--- src/logic/hbp_pkg.sv ---
// shared constants for the host bus pin interface
package hbp_pkg;
    // ************************************************************
    // bus modes and speed codes
    // ************************************************************
    typedef enum logic [1:0] {hbp_mode_sync, hbp_mode_async, hbp_mode_burst} hbp_mode_e;
    localparam logic [1:0] SPEED_25MHZ = 2'h3;
    localparam logic [1:0] SPEED_125MHZ = 2'h0;
    // ************************************************************
    // timing
    // ************************************************************
    localparam int CLK_PERIOD_NS = 25;
    localparam int SK_SLOW_PERIOD_NS = 4000;
    localparam int SK_FAST_PERIOD_NS = 800;
    // half periods in mclk cycles, rounded down, at least one
    localparam int SK_SLOW_HALF = (SK_SLOW_PERIOD_NS / 2) / CLK_PERIOD_NS;
    localparam int SK_FAST_HALF = (SK_FAST_PERIOD_NS / 2) / CLK_PERIOD_NS;
    localparam int SK_CNT_W = 8;
    // ************************************************************
    // widths and reset values
    // ************************************************************
    localparam int ADDR_W = 15;
    localparam int DATA_W = 32;
    localparam int PROM_BITS = 16;
    localparam logic [ADDR_W-1:0] ADDR_RST = 15'h0000;
    localparam logic [DATA_W-1:0] DATA_RST = 32'h0000_0000;
endpackage

--- src/logic/hbp_if.sv ---
// interface joining host and device ends of the host bus port
`timescale 1ns/1ps
interface hbp_if;
    import hbp_pkg::*;
    logic [ADDR_W-1:0] host_address_bits;
    logic addr_qualifier_n;
    logic addr_latch_strobe_n;
    logic command_cycle_qualifier_n;
    logic sync_direction;
    logic write_strobe_n;
    logic read_strobe_n;
    logic [DATA_W-1:0] wdata;
    logic [DATA_W-1:0] rdata;
    logic async_cycle_extend_out;
    logic sync_ready_n;
    logic chip_sleep_n;
    modport device (
        input host_address_bits, addr_qualifier_n, addr_latch_strobe_n, command_cycle_qualifier_n,
        input sync_direction, write_strobe_n, read_strobe_n, wdata, chip_sleep_n,
        output rdata, async_cycle_extend_out, sync_ready_n
    );
    modport host (
        output host_address_bits, addr_qualifier_n, addr_latch_strobe_n, command_cycle_qualifier_n,
        output sync_direction, write_strobe_n, read_strobe_n, wdata, chip_sleep_n,
        input rdata, async_cycle_extend_out, sync_ready_n
    );
endinterface

--- src/logic/hbp_device.sv ---
// device end of the host bus port with strap capture and prom load
//
// Local design decisions: the address map and the strobed register port.
`timescale 1ns/1ps
module hbp_device #(
    parameter int WAIT_CYCLES = 2,
    parameter bit WIDE_32 = 1'b1,
    parameter logic [hbp_pkg::ADDR_W-1:0] BASE_ADDR = 15'h0000,
    parameter logic [hbp_pkg::ADDR_W-1:0] BASE_MASK = 15'h7ff0
) (
    input wire logic mclk,
    input wire logic arst_n,
    hbp_if.device bus,
    input wire logic sync_mode_strap_n,
    input wire logic prom_enable_strap,
    input wire logic prom_serial_in_width_strap,
    input wire logic burst_select,
    input wire logic [1:0] onchip_bus_speed_field,
    output logic prom_serial_clock,
    output logic prom_serial_out,
    output logic prom_select,
    output logic prom_done_q,
    output logic [hbp_pkg::PROM_BITS-1:0] prom_word_q,
    output logic [1:0] bus_mode_q,
    output logic width_16_q,
    output logic prom_used_q,
    output logic sleeping_q,
    output logic [hbp_pkg::DATA_W-1:0] data_reg_q,
    output logic access_hit_q
);
    import hbp_pkg::*;
    if (WAIT_CYCLES < 1 || WAIT_CYCLES > 255) begin : g_bad_wait
        $error("bad WAIT_CYCLES");
    end
    if (SK_FAST_HALF < 1 || SK_SLOW_HALF > 255) begin : g_bad_half
        $error("prom clock divider out of range");
    end
    // ************************************************************
    // input synchronisers
    // ************************************************************
    localparam int NSYNC = 9;
    logic [NSYNC-1:0] raw, s1_q, s2_q;
    assign raw = {sync_mode_strap_n, prom_enable_strap, prom_serial_in_width_strap, bus.addr_latch_strobe_n,
                  bus.command_cycle_qualifier_n, bus.write_strobe_n, bus.read_strobe_n, bus.chip_sleep_n,
                  burst_select};
    always_ff @(posedge mclk or negedge arst_n) begin
        if (!arst_n) begin
            s1_q <= 9'h03e;
            s2_q <= 9'h03e;
        end else begin
            s1_q <= raw;
            s2_q <= s1_q;
        end
    end
    logic mode_s, en_s, din_s, ads_s, cyc_s, wr_s, rd_s, slp_s, brst_s;
    assign {mode_s, en_s, din_s, ads_s, cyc_s, wr_s, rd_s, slp_s, brst_s} = s2_q;
    // ************************************************************
    // strap capture
    // ************************************************************
    logic captured_q;
    logic [1:0] settle_q;
    always_ff @(posedge mclk or negedge arst_n) begin
        if (!arst_n) begin
            captured_q <= 1'b0;
            settle_q <= 2'h0;
            bus_mode_q <= 2'h0;
            prom_used_q <= 1'b0;
            width_16_q <= 1'b0;
        end else if (!captured_q) begin
            // wait for the strap synchronisers to fill
            settle_q <= settle_q + 2'h1;
            if (settle_q == 2'h2) begin
                captured_q <= 1'b1;
                if (!mode_s) begin
                    bus_mode_q <= hbp_mode_sync;
                end else begin
                    bus_mode_q <= (WIDE_32 && brst_s) ? hbp_mode_burst : hbp_mode_async;
                end
                prom_used_q <= en_s;
                width_16_q <= !en_s && !WIDE_32 && din_s;
            end
        end
    end
    // ************************************************************
    // power-down
    // ************************************************************
    always_ff @(posedge mclk or negedge arst_n) begin
        if (!arst_n) begin
            sleeping_q <= 1'b0;
        end else begin
            sleeping_q <= !slp_s;
        end
    end
    // ************************************************************
    // address latch and decode
    // ************************************************************
    logic ads_prev_q, aen_lat_q;
    logic [ADDR_W-1:0] addr_lat_q;
    always_ff @(posedge mclk or negedge arst_n) begin
        if (!arst_n) begin
            ads_prev_q <= 1'b1;
            addr_lat_q <= ADDR_RST;
            aen_lat_q <= 1'b1;
        end else begin
            ads_prev_q <= ads_s;
            if (ads_s && !ads_prev_q) begin
                addr_lat_q <= bus.host_address_bits;
                aen_lat_q <= bus.addr_qualifier_n;
            end
        end
    end
    logic hit;
    assign hit = !aen_lat_q && ((addr_lat_q & BASE_MASK) == (BASE_ADDR & BASE_MASK));
    // ************************************************************
    // access engine
    // ************************************************************
    typedef enum logic [1:0] {st_idle, st_wait, st_done} hbp_acc_e;
    hbp_acc_e st_q;
    logic [7:0] wcnt_q;
    logic is_wr_q;
    logic req;
    logic req_wr;
    always_comb begin
        req = 1'b0;
        req_wr = 1'b0;
        case (bus_mode_q)
            hbp_mode_async: begin
                req = !wr_s || !rd_s;
                req_wr = !wr_s;
            end
            hbp_mode_burst: begin
                req = !wr_s || !rd_s;
                req_wr = !cyc_s;
            end
            default: begin
                req = !cyc_s;
                req_wr = bus.sync_direction;
            end
        endcase
    end
    always_ff @(posedge mclk or negedge arst_n) begin
        if (!arst_n) begin
            st_q <= st_idle;
            wcnt_q <= 8'h00;
            is_wr_q <= 1'b0;
            data_reg_q <= DATA_RST;
            access_hit_q <= 1'b0;
            bus.rdata <= DATA_RST;
            bus.async_cycle_extend_out <= 1'b1;
            bus.sync_ready_n <= 1'b1;
        end else begin
            case (st_q)
                st_idle: begin
                    bus.sync_ready_n <= 1'b1;
                    bus.async_cycle_extend_out <= 1'b1;
                    if (req && hit && !sleeping_q && captured_q) begin
                        st_q <= st_wait;
                        is_wr_q <= req_wr;
                        wcnt_q <= WAIT_CYCLES[7:0];
                        access_hit_q <= 1'b1;
                        bus.async_cycle_extend_out <= 1'b0;
                        if (bus_mode_q == hbp_mode_burst) begin
                            bus.sync_ready_n <= 1'b0;
                        end
                    end
                end
                st_wait: begin
                    if (wcnt_q == 8'h01) begin
                        st_q <= st_done;
                        if (is_wr_q) begin
                            data_reg_q <= bus.wdata;
                        end else begin
                            bus.rdata <= data_reg_q;
                        end
                        bus.async_cycle_extend_out <= 1'b1;
                        bus.sync_ready_n <= (bus_mode_q == hbp_mode_sync) ? 1'b0 : 1'b1;
                    end else begin
                        wcnt_q <= wcnt_q - 8'h01;
                    end
                end
                st_done: begin
                    bus.sync_ready_n <= 1'b1;
                    if (!req) begin
                        st_q <= st_idle;
                        access_hit_q <= 1'b0;
                    end
                end
                default: st_q <= st_idle;
            endcase
        end
    end
    // ************************************************************
    // prom loader
    // ************************************************************
    typedef enum logic [1:0] {pr_idle, pr_shift, pr_end} hbp_prom_e;
    hbp_prom_e pr_q;
    logic [SK_CNT_W-1:0] skc_q, half;
    logic [4:0] bit_q;
    logic sk_q;
    assign half = (onchip_bus_speed_field == SPEED_25MHZ) ? SK_SLOW_HALF[SK_CNT_W-1:0] :
                  SK_FAST_HALF[SK_CNT_W-1:0];
    always_ff @(posedge mclk or negedge arst_n) begin
        if (!arst_n) begin
            pr_q <= pr_idle;
            skc_q <= '0;
            bit_q <= 5'h00;
            sk_q <= 1'b0;
            prom_serial_clock <= 1'b0;
            prom_serial_out <= 1'b0;
            prom_select <= 1'b0;
            prom_done_q <= 1'b0;
            prom_word_q <= '0;
        end else begin
            case (pr_q)
                pr_idle: begin
                    if (captured_q && prom_used_q && !prom_done_q) begin
                        pr_q <= pr_shift;
                        prom_select <= 1'b1;
                        skc_q <= half;
                        bit_q <= 5'h00;
                    end
                end
                pr_shift: begin
                    if (skc_q <= 8'h01) begin
                        skc_q <= half;
                        sk_q <= !sk_q;
                        prom_serial_clock <= !sk_q;
                        if (!sk_q) begin
                            prom_word_q <= {prom_word_q[PROM_BITS-2:0], din_s};
                            bit_q <= bit_q + 5'h01;
                        end else begin
                            prom_serial_out <= 1'b1;
                            if (bit_q == 5'(PROM_BITS)) begin
                                pr_q <= pr_end;
                            end
                        end
                    end else begin
                        skc_q <= skc_q - 8'h01;
                    end
                end
                pr_end: begin
                    prom_select <= 1'b0;
                    prom_serial_out <= 1'b0;
                    prom_done_q <= 1'b1;
                    pr_q <= pr_idle;
                end
                default: pr_q <= pr_idle;
            endcase
        end
    end
endmodule

--- src/flat_wrapper.sv ---
// flat-port wrapper written by rule: the top's interface ports become plain ports
module hbp_device_flat import hbp_pkg::*;
#(
    parameter int WAIT_CYCLES = 2,
    parameter bit WIDE_32 = 1'b1,
    parameter logic [hbp_pkg::ADDR_W-1:0] BASE_ADDR = 15'h0000,
    parameter logic [hbp_pkg::ADDR_W-1:0] BASE_MASK = 15'h7ff0
)
  (mclk, arst_n, sync_mode_strap_n, prom_enable_strap, prom_serial_in_width_strap, burst_select, onchip_bus_speed_field, prom_serial_clock, prom_serial_out, prom_select, prom_done_q, prom_word_q, bus_mode_q, width_16_q, prom_used_q, sleeping_q, data_reg_q, access_hit_q, bus_host_address_bits, bus_addr_qualifier_n, bus_addr_latch_strobe_n, bus_command_cycle_qualifier_n, bus_sync_direction, bus_write_strobe_n, bus_read_strobe_n, bus_wdata, bus_chip_sleep_n, bus_rdata, bus_async_cycle_extend_out, bus_sync_ready_n);
  hbp_if bus_i ();
  input wire logic mclk;
  input wire logic arst_n;
  input wire logic sync_mode_strap_n;
  input wire logic prom_enable_strap;
  input wire logic prom_serial_in_width_strap;
  input wire logic burst_select;
  input wire logic [1:0] onchip_bus_speed_field;
  output logic prom_serial_clock;
  output logic prom_serial_out;
  output logic prom_select;
  output logic prom_done_q;
  output logic [hbp_pkg::PROM_BITS-1:0] prom_word_q;
  output logic [1:0] bus_mode_q;
  output logic width_16_q;
  output logic prom_used_q;
  output logic sleeping_q;
  output logic [hbp_pkg::DATA_W-1:0] data_reg_q;
  output logic access_hit_q;
  input wire logic [$bits(bus_i.host_address_bits)-1:0] bus_host_address_bits;
  input wire logic [$bits(bus_i.addr_qualifier_n)-1:0] bus_addr_qualifier_n;
  input wire logic [$bits(bus_i.addr_latch_strobe_n)-1:0] bus_addr_latch_strobe_n;
  input wire logic [$bits(bus_i.command_cycle_qualifier_n)-1:0] bus_command_cycle_qualifier_n;
  input wire logic [$bits(bus_i.sync_direction)-1:0] bus_sync_direction;
  input wire logic [$bits(bus_i.write_strobe_n)-1:0] bus_write_strobe_n;
  input wire logic [$bits(bus_i.read_strobe_n)-1:0] bus_read_strobe_n;
  input wire logic [$bits(bus_i.wdata)-1:0] bus_wdata;
  input wire logic [$bits(bus_i.chip_sleep_n)-1:0] bus_chip_sleep_n;
  output wire logic [$bits(bus_i.rdata)-1:0] bus_rdata;
  output wire logic [$bits(bus_i.async_cycle_extend_out)-1:0] bus_async_cycle_extend_out;
  output wire logic [$bits(bus_i.sync_ready_n)-1:0] bus_sync_ready_n;
  assign bus_i.host_address_bits = bus_host_address_bits;
  assign bus_i.addr_qualifier_n = bus_addr_qualifier_n;
  assign bus_i.addr_latch_strobe_n = bus_addr_latch_strobe_n;
  assign bus_i.command_cycle_qualifier_n = bus_command_cycle_qualifier_n;
  assign bus_i.sync_direction = bus_sync_direction;
  assign bus_i.write_strobe_n = bus_write_strobe_n;
  assign bus_i.read_strobe_n = bus_read_strobe_n;
  assign bus_i.wdata = bus_wdata;
  assign bus_i.chip_sleep_n = bus_chip_sleep_n;
  assign bus_rdata = bus_i.rdata;
  assign bus_async_cycle_extend_out = bus_i.async_cycle_extend_out;
  assign bus_sync_ready_n = bus_i.sync_ready_n;
  hbp_device #(.WAIT_CYCLES(WAIT_CYCLES), .WIDE_32(WIDE_32), .BASE_ADDR(BASE_ADDR), .BASE_MASK(BASE_MASK)) u_core (.mclk(mclk), .arst_n(arst_n), .bus(bus_i), .sync_mode_strap_n(sync_mode_strap_n), .prom_enable_strap(prom_enable_strap), .prom_serial_in_width_strap(prom_serial_in_width_strap), .burst_select(burst_select), .onchip_bus_speed_field(onchip_bus_speed_field), .prom_serial_clock(prom_serial_clock), .prom_serial_out(prom_serial_out), .prom_select(prom_select), .prom_done_q(prom_done_q), .prom_word_q(prom_word_q), .bus_mode_q(bus_mode_q), .width_16_q(width_16_q), .prom_used_q(prom_used_q), .sleeping_q(sleeping_q), .data_reg_q(data_reg_q), .access_hit_q(access_hit_q));
endmodule
--- config.mk ---
export PLATFORM = sky130hd
export DESIGN_NAME = hbp_device_flat
export DESIGN_NICKNAME = d
export VERILOG_FILES = /design/src/logic/hbp_pkg.sv /design/src/logic/hbp_if.sv /design/src/logic/hbp_device.sv /design/src/flat_wrapper.sv
export SDC_FILE = /design/constraint.sdc
export NUM_CORES = 1
export LEC_CHECK = 0
export BUFFER_PORTS_ARGS = -buffer_cell sky130_fd_sc_hd__buf_2
export CAP_MARGIN = 20
export CORE_ASPECT_RATIO = 1.5
export CORE_MARGIN = 5
export CORE_UTILIZATION = 45
export CTS_BUF_LIST = sky130_fd_sc_hd__clkbuf_8 sky130_fd_sc_hd__clkbuf_16
export DETAILED_ROUTE_END_ITERATION = 6
export PLACE_DENSITY = 0.69
export SETUP_SLACK_MARGIN = 0.3
export SLEW_MARGIN = 15
export SYNTH_ARGS = -nofsm -noshare
export SYNTH_HDL_FRONTEND = slang
export SYNTH_SLANG_ARGS = --single-unit
--- constraint.sdc ---
create_clock -name mclk -period 3.6 [get_ports mclk]
set_input_delay 0.36 -clock mclk [delete_from_list [all_inputs] [get_ports mclk]]
set_output_delay 0.36 -clock mclk [all_outputs]
set_load 0.05 [all_outputs]
==> key figures, run 1 <==
Synthesis
  • Flops & latches, synth: about 150
  • Yosys warning count: 0
  • Net count of the mapped netlist: roughly 540
  • FFs w/ async S/R, synth: 100%
  • Biggest area contributors in the synthesized netlist: sky130_fd_sc_hd__dfrtp_1 55%, sky130_fd_sc_hd__mux2_2 17%, sky130_fd_sc_hd__dfstp_2 5.9%
  • Post-Synthesis Cells: 462
  • Mean Syn Cell Area: ~13 um^2
  • Post-synthesis cell type with the largest combined area: sky130_fd_sc_hd__dfrtp_1
  • Synth unique cells: 54
  • Post-Synthesis Cell Area: slightly above 0.006 mm^2
  • Sequential-to-total area share from yosys stat: approximately three fifths
  • Post-synth EDFFs: 0
  • Most common cell in the netlist: sky130_fd_sc_hd__dfrtp_1
  • Area fraction of the dominant cell type after synthesis: 55.0%
  • Most frequently used flop master after synthesis: sky130_fd_sc_hd__dfrtp_1
  • Most instantiated cells after synthesis: 137 x sky130_fd_sc_hd__dfrtp_1, 92 x sky130_fd_sc_hd__mux2_2, 26 x sky130_fd_sc_hd__nand2_1

Cells and area
  • Number of non-filler instances in the completed layout: 799
  • Combined area of the multi-input logic cells: ~0.0023 mm^2
  • Fill cell count: ~1.1k
  • Area growth from synthesis to layout: 25.2%
  • Register Area: 0.00380 mm^2
  • Layout cell share with drive strength beyond 1: between 40% and 50%
  • Fin nets: ~700

Place
  • Routability-driven placement congestion ratio: 0.826
  • Post-detailed-placement half-perimeter wirelength: between 9 and 10 mm
  • Cell Count Post-Placement: around 760
  • Count of port buffers added during placement: 148

Worst setup path
  • Worst setup path startpoint: u_core.wcnt_q[1]
  • Worst reg-to-reg setup slack: 1120 ps
  • Critical path peak fanout: 32
  • Kind of end point of the critical path: flip-flop
  • Largest stage delay, worst path: ~480 ps
  • Reg-to-Reg Start: u_core.wcnt_q[1]
  • Kind of launch point of the worst setup path: flip-flop
  • WP data arrival: approximately 2800 ps
  • Cell with the largest stage delay on the worst path: sky130_fd_sc_hd__nor4bb_1
  • Worst EP required: about 4000 ps
  • CP bufs+invs: 2
  • Critical path, cell by cell: inv_1, ha_1, nor4bb_1, nand2_1, nor2_4, buf_4, mux2_2
  • Kind of cell with the highest combined delay on the critical path: simple AND/OR/NAND/NOR gates
  • Worst setup path category: reg2reg

Clock network
  • Root Buffer Master: sky130_fd_sc_hd__clkbuf_16
  • Post_cts resized: 0
  • Source-to-sink clock delay at the later pin of the worst-skew pair: a little over 400 ps
  • Clk buf depth: 2
  • TritonCTS clock tree: yes
  • Num CTS Buffers: 17
  • Clock transition at path regs: approximately 60 ps
  • Clock tree sinks: about 150
  • Maximum level of the CTS H-tree: 4

Global route
  • Maximum number of pins on one net before global-route repair: between 100 and 150
  • All-Layer GR Usage: about 17%
  • Vias in the first global route: approximately 4.5k
  • Global-route wire length before repair: roughly 22 mm
  • Global-route congestion overflow total: 0
  • Antenna violations before repair: 1

STA
  • Worst slew margin relative to its limit: between 30 and 40%
  • Minimum clock period after layout: 2480 ps
  • Transition time at the pin with the least slew margin: ~990 ps
  • Achievable frequency: 0.404 GHz
  • Final worst clock skew: 9.38 ps
  • Post-route fraction of the period consumed by the critical path: slightly below 70%
  • Unrepaired setup endpoints after global routing: no
  • Number of pins with negative max-slew slack in the final report: 0
  • Setup violations, final: 0
  • Final total negative setup slack: 0 ps
  • Count of endpoints failing hold in the final timing report: 0

Run
  • Number of maximum-capacitance violations: 0

Routing
  • Via density per instance: approximately 5.2
  • Final Routed Wirelength: approximately 13 mm
  • Post-DRT Antenna Nets: 0
  • Starting DRT DRC Count: 194
  • Count of TritonRoute iterations in the first routing pass: 4
  • Wire per inst: between 15 and 20 um
  • Total vias in the final route: between 4k and 5k
  • Post-route DRC violation count: 0

Floorplan
  • Core Box Area: 0.0135 mm^2
  • Effective utilization at floorplan: 46.1%
  • Number of rows in the core area: 52
  • Die X: around 110 um
  • Height of the chip: ~150 um
  • Num ports: between 150 and 200
  • Die footprint: between 0.015 and 0.02 mm^2

Hold path
  • Tightest Hold Check Type: in2reg
  • Hold Path Origin: bus_chip_sleep_n

Power and ir drop
  • Maximum vdd ir drop: approximately 430 uV
  • Power density normalized to cell area: around 580 mW/mm^2
  • Leak pwr: 3.90 nW

Run status
  • Outcome: completed
==> final cells by class <==
cell class	instances	share of cell area, %
Sequential cell	151	48.6
Multi-Input combinational cell	274	29.1
Antenna cell	1	0.0320
Tap cell	162	2.60
Clock inverter	15	2.47
Timing Repair Buffer	157	10.7
Inverter	22	1.06
Clock buffer	17	5.45
==> per-layer routing <==
| metal | wire length (um) | up-vias | GRT usage (%) |
|---|---|---|---|
| met5 | 0 | - | 0 |
| met4 | 314 | 0 | 7.16 |
| met3 | 663 | 26 | 4.95 |
| met2 | 7440 | 105 | 30.6 |
| met1 | 5000 | 2084 | 18.7 |
| li1 | - | 1958 | - |
==> metrics by stage <==
| step | hold WS (ps) | total power (W) | worst slack [ps] | util (%) | area [um^2] |
|---|---|---|---|---|---|
| after global routing | 34.0 | 0.00471 | 989 | 57.7 | 7810 |
| after global placement | 335 | 0.00267 | 1230 | 52.8 | 7150 |
| after CTS | 29.8 | 0.00454 | 1120 | 57.4 | 7770 |
| after floorplan | 64.4 | 0.00249 | 1390 | - | 6230 |
| after detailed placement | 336 | 0.00270 | 1180 | 52.8 | 7150 |
| final | 50.9 | 0.00450 | 1120 | 57.7 | 7810 |
==> path summary, 6_finish.rpt <==
path                                                to  depth (start not counted)
min in group asynchronous       u_core.prom_word_q[10]                          2
worst max register to register    u_core.bus.rdata[12]                          7
worst max-delay path              u_core.bus.rdata[12]                          7
worst min register to register          u_core.s2_q[6]                          0
worst min-delay path                    u_core.s1_q[1]                          1
max in group asynchronous               u_core.s1_q[4]                          3
==> timing repair <==
item                      in CTS  in global routing
hold buffers                   0                  1
hold endpoints to repair       0                 29
setup buffers                  0                  0
==> where the power goes <==
part / total (W) / switching (W) / internal [W]
Sequential: 0.00200 / 0.000152 / 0.00185
Clock: 0.00182 / 0.000669 / 0.00115
Combinational: 0.000674 / 0.000421 / 0.000253
==> kinds of logic (layout without fill, tap and decap cells) <==
logic type	count (synthesis)	after routing	synth area share, %
AO/OA/AOI/OAI	49	49	4.96
XOR/XNOR	7	7	0.983
adder cells (fa/ha/maj)	14	14	2.81
buffers and inverters	37	211	2.83
flip-flops	151	151	60.9
multiplexers	99	99	17.8
other	1	2	0.0601
AND/OR/NAND/NOR	104	104	9.69
==> sequential cells by signal, summed over array words and instances (netlist names), 2 cells and up <==
name                count
u_core.wcnt_q           8
u_core.addr_lat_q      11
u_core.prom_word_q     16
u_core.pr_q             2
u_core.data_reg_q      32
u_core.bus.rdata       32
u_core.settle_q         2
u_core.bus_mode_q       2
u_core.s1_q             9
u_core.st_q             2
u_core.skc_q            8
u_core.s2_q             9
u_core.bit_q            5
==> layout by cell type, fill, tap and decap left out, types with 9 or more instances in the layout <==
cell type,Yosys,final
sky130_fd_sc_hd__ha_1,14,14
sky130_fd_sc_hd__a21oi_1,11,11
sky130_fd_sc_hd__dfrtp_1,137,137
sky130_fd_sc_hd__dfstp_2,14,14
sky130_fd_sc_hd__mux2_2,92,92
sky130_fd_sc_hd__nand2b_1,9,9
sky130_fd_sc_hd__buf_2,3,147
sky130_fd_sc_hd__o21ai_0,12,12
sky130_fd_sc_hd__clkbuf_16,0,17
sky130_fd_sc_hd__inv_1,22,26
sky130_fd_sc_hd__nand2_1,26,26
sky130_fd_sc_hd__nor2_1,21,20
Note: power is estimated with default switching activity, not from simulation.
==> inputs of run 2 (changes only) <==
ABC_AREA = 1   (was not set)
clock period = 2.4 ns   (was 3.6 ns; I/O delays follow)
==> run 2 against run 1 <==
Clock power rose by 36%. Largest power group is now combinational cells. Utilization fell by 0.58 points. Maximum frequency rose by 31%. Non-clock buffer count rose by 10. Critical path depth did not move. Sequential share of layout area fell by 1.1 points. Sequential power rose by 73%. Synthesized cell count rose by 45%. Final cell count rose by 30%. Critical endpoint is now u_core.bus.rdata[5]. Setup slack got worse by 610 ps. Critical path type unchanged. Area after synthesis rose by 2.2%.
==> key figures, run 2 <==
Worst setup path
  • Critical path peak fanout: 47 (+47%)
  • Worst EP required: 2720 ps (-1170 ps)
  • WP data arrival: 2210 ps (-550 ps)
  • Kind of launch point of the worst setup path: flip-flop
  • Largest stage delay, worst path: 420 ps (-60 ps)
  • Critical path, cell by cell: inv_1, ha_1, inv_2, nor2_1, nand2_2, buf_12, o21ai_0
  • Worst reg-to-reg setup slack: 510 ps (-610 ps)
  • Kind of end point of the critical path: flip-flop
  • Cell with the largest stage delay on the worst path: sky130_fd_sc_hd__dfrtp_1
  • Worst setup path category: reg2reg
  • Logic depth of the worst register-to-register path: 7 (unchanged)

Routing
  • Count of TritonRoute iterations in the first routing pass: 5 (+1)
  • Via density per instance: 4.71 (-9.8%)
  • Post-DRT Antenna Nets: 0 (unchanged)
  • Starting DRT DRC Count: 135 (-30%)
  • Wire per inst: 13.3 um (-21%)
  • Total vias in the final route: 4891 (+17%)
  • Post-route DRC violation count: 0 (unchanged)
  • Final Routed Wirelength: 13.8 mm (+2.9%)

Floorplan
  • Die X: 107 um (+0.99%)
  • Height of the chip: 156 um (+1.0%)
  • Die footprint: 0.0167 mm^2 (+2.0%)
  • Num ports: 154 (unchanged)
  • Effective utilization at floorplan: 45.5% (-0.53 points)
  • Number of rows in the core area: 53 (+1.9%)
  • Core Box Area: 0.0140 mm^2 (+3.4%)

Synthesis
  • Sequential-to-total area share from yosys stat: 59.6% (-1.3 points)
  • Yosys warning count: 0 (unchanged)
  • Post-synthesis cell type with the largest combined area: sky130_fd_sc_hd__dfrtp_1
  • Net count of the mapped netlist: 744 (+38%)
  • Most instantiated cells after synthesis: 159 x sky130_fd_sc_hd__nand2_1, 137 x sky130_fd_sc_hd__dfrtp_1, 75 x sky130_fd_sc_hd__inv_1
  • Most frequently used flop master after synthesis: sky130_fd_sc_hd__dfrtp_1
  • Flops & latches, synth: 151 (unchanged)
  • Biggest area contributors in the synthesized netlist: sky130_fd_sc_hd__dfrtp_1 54%, sky130_fd_sc_hd__nand2_1 9.4%, sky130_fd_sc_hd__dfstp_2 5.8%
  • Most common cell in the netlist: sky130_fd_sc_hd__nand2_1
  • Synth unique cells: 34 (-37%)
  • Post-Synthesis Cell Area: 0.00637 mm^2 (+2.2%)
  • Area fraction of the dominant cell type after synthesis: 53.8% (-1.2 points)
  • Post-synth EDFFs: 0 (unchanged)
  • FFs w/ async S/R, synth: 100% (unchanged)
  • Post-Synthesis Cells: 668 (+45%)
  • Mean Syn Cell Area: 9.54 um^2 (-29%)

Clock network
  • Root Buffer Master: sky130_fd_sc_hd__clkbuf_16
  • Clock transition at path regs: 70 ps (about the same)
  • Clock tree sinks: 151 (unchanged)
  • Num CTS Buffers: 17 (unchanged)
  • Source-to-sink clock delay at the later pin of the worst-skew pair: 410 ps (about the same)
  • TritonCTS clock tree: yes
  • Maximum level of the CTS H-tree: 4 (unchanged)
  • Clk buf depth: 2 (unchanged)

Cells and area
  • Diodes inserted: 0 (-1)
  • Fin nets: 909 (+30%)
  • Combined area of the multi-input logic cells: 0.00216 mm^2 (-4.7%)
  • Register Area: 0.00380 mm^2 (unchanged)
  • Area growth from synthesis to layout: 25.4%
  • Top Registers: u_core.bus.rdata (32), u_core.data_reg_q (32), u_core.prom_word_q (16)
  • Layout cell share with drive strength beyond 1: 29.3% (-18 points)
  • Fill cell count: 1243 (+11%)
  • Commonest cells after routing, fill and taps aside: 158 x sky130_fd_sc_hd__nand2_1, 147 x sky130_fd_sc_hd__buf_2, 137 x sky130_fd_sc_hd__dfrtp_1
  • Leading cell type in the layout, fill and taps excluded: sky130_fd_sc_hd__nand2_1

STA
  • Number of pins with negative max-slew slack in the final report: 0 (unchanged)
  • Worst slew margin relative to its limit: 57.5% (+24 points)
  • PnR worst setup slack: 510 ps (-614 ps)
  • Final total negative setup slack: 0 ps (unchanged)
  • Final worst clock skew: 14.5 ps (+5.16 ps)
  • Post-route fraction of the period consumed by the critical path: 78.8% (+10 points)
  • Count of endpoints failing hold in the final timing report: 0 (unchanged)
  • Achievable frequency: 0.529 GHz (+31%)
  • Minimum clock period after layout: 1890 ps (-586 ps)
  • Transition time at the pin with the least slew margin: 638 ps (-356 ps)
  • Worst slack on hold paths: 32.1 ps (-18.8 ps)
  • Unrepaired setup endpoints after global routing: no
  • Setup violations, final: 0 (unchanged)

Hold path
  • Tightest Hold Check Type: in2reg
  • Cell count of the worst hold path: 3 (+2)

Place
  • Routability-driven placement congestion ratio: 0.834 (+0.92%)
  • Count of port buffers added during placement: 148 (unchanged)
  • Post-detailed-placement half-perimeter wirelength: 9.97 mm (+3.6%)
  • Pre-CTS WS: 482 ps (-697 ps)

Global route
  • Vias in the first global route: 4957 (+10%)
  • Global-route wire length before repair: 23.7 mm (+5.7%)
  • Antenna violations before repair: 0 (-1)
  • Maximum number of pins on one net before global-route repair: 65 (-44%)
  • All-Layer GR Usage: 17.5% (+0.45 points)
  • Global-route congestion overflow total: 0 (unchanged)

Power and ir drop
  • Total power after layout: 0.00943 W (+110%)
  • Leak pwr: 4.17 nW (+6.9%)
  • Power density normalized to cell area: 1180 mW/mm^2 (+100%)
  • Maximum vdd ir drop: 868 uV (+100%)

Run status
  • Outcome: completed

Run
  • Number of maximum-capacitance violations: 0 (unchanged)
run 2: routing by layer:
layer | up-vias | GRT usage (%) | wire [um]
met5 | - | 0 | 0
met2 | 128 | 29.0 | 6940
met3 | 12 | 5.63 | 982
li1 | 2457 | - | -
met4 | 0 | 5.61 | 188
met1 | 2294 | 21.8 | 5690
run 2: through the flow:
step	utilization (%)	area, um^2	instances
2_1_floorplan	-	6370	668
3_3_place_gp	52.4	7330	996
3_5_place_dp	52.4	7330	996
4_1_cts	57.1	7980	1038
5_1_grt	57.1	7990	1038
6_report	57.1	7990	1038
run 2: final timing paths:
check	start	to
max	u_core.st_q[1]	u_core.bus.rdata[5]
min	bus_wdata[7]	u_core.data_reg_q[7]
max reg2reg	u_core.st_q[1]	u_core.bus.rdata[5]
min reg2reg	u_core.s1_q[7]	u_core.s2_q[7]
max in group asynchronous	arst_n	u_core.bus.sync_ready_n
min in group asynchronous	arst_n	u_core.wcnt_q[1]
run 2: worst max-delay path: cells and delay by family (launching register included):
family	cells	cell delay (ps)
buffers and inverters	3	510
flip-flops	1	420
AND/OR/NAND/NOR	2	370
adder cells (fa/ha/maj)	1	270
AO/OA/AOI/OAI	1	210
run 2: area by class of cell:
| class | count | share of cell area (%) |
|---|---|---|
| Multi-Input combinational cell | 420 | 27.1 |
| Clock inverter | 14 | 1.46 |
| Timing Repair Buffer | 167 | 11.9 |
| Sequential cell | 151 | 47.5 |
| Tap cell | 192 | 3.01 |
| Inverter | 76 | 3.57 |
| Clock buffer | 18 | 5.49 |
run 2: cell families after synthesis:
logic type	synth area share, %
flip-flops	59.6
AO/OA/AOI/OAI	8.40
XOR/XNOR	0.962
buffers and inverters	6.66
adder cells (fa/ha/maj)	2.75
other	0.0588
AND/OR/NAND/NOR	19.3
multiplexers	2.30
run 2: repair_timing:
action,in CTS,in global routing
hold buffers,10,0
resized for setup,0,3
endpoints found under the setup margin,0,4
buffers inserted,0,0
endpoints found under the hold margin,38,0
run 2: power by group:
part	switching, W	internal, W	total [W]
Combinational	0.00255	0.000952	0.00350
Clock	0.00110	0.00138	0.00248
Sequential	0.000341	0.00311	0.00345
Total	0.00399	0.00544	0.00943
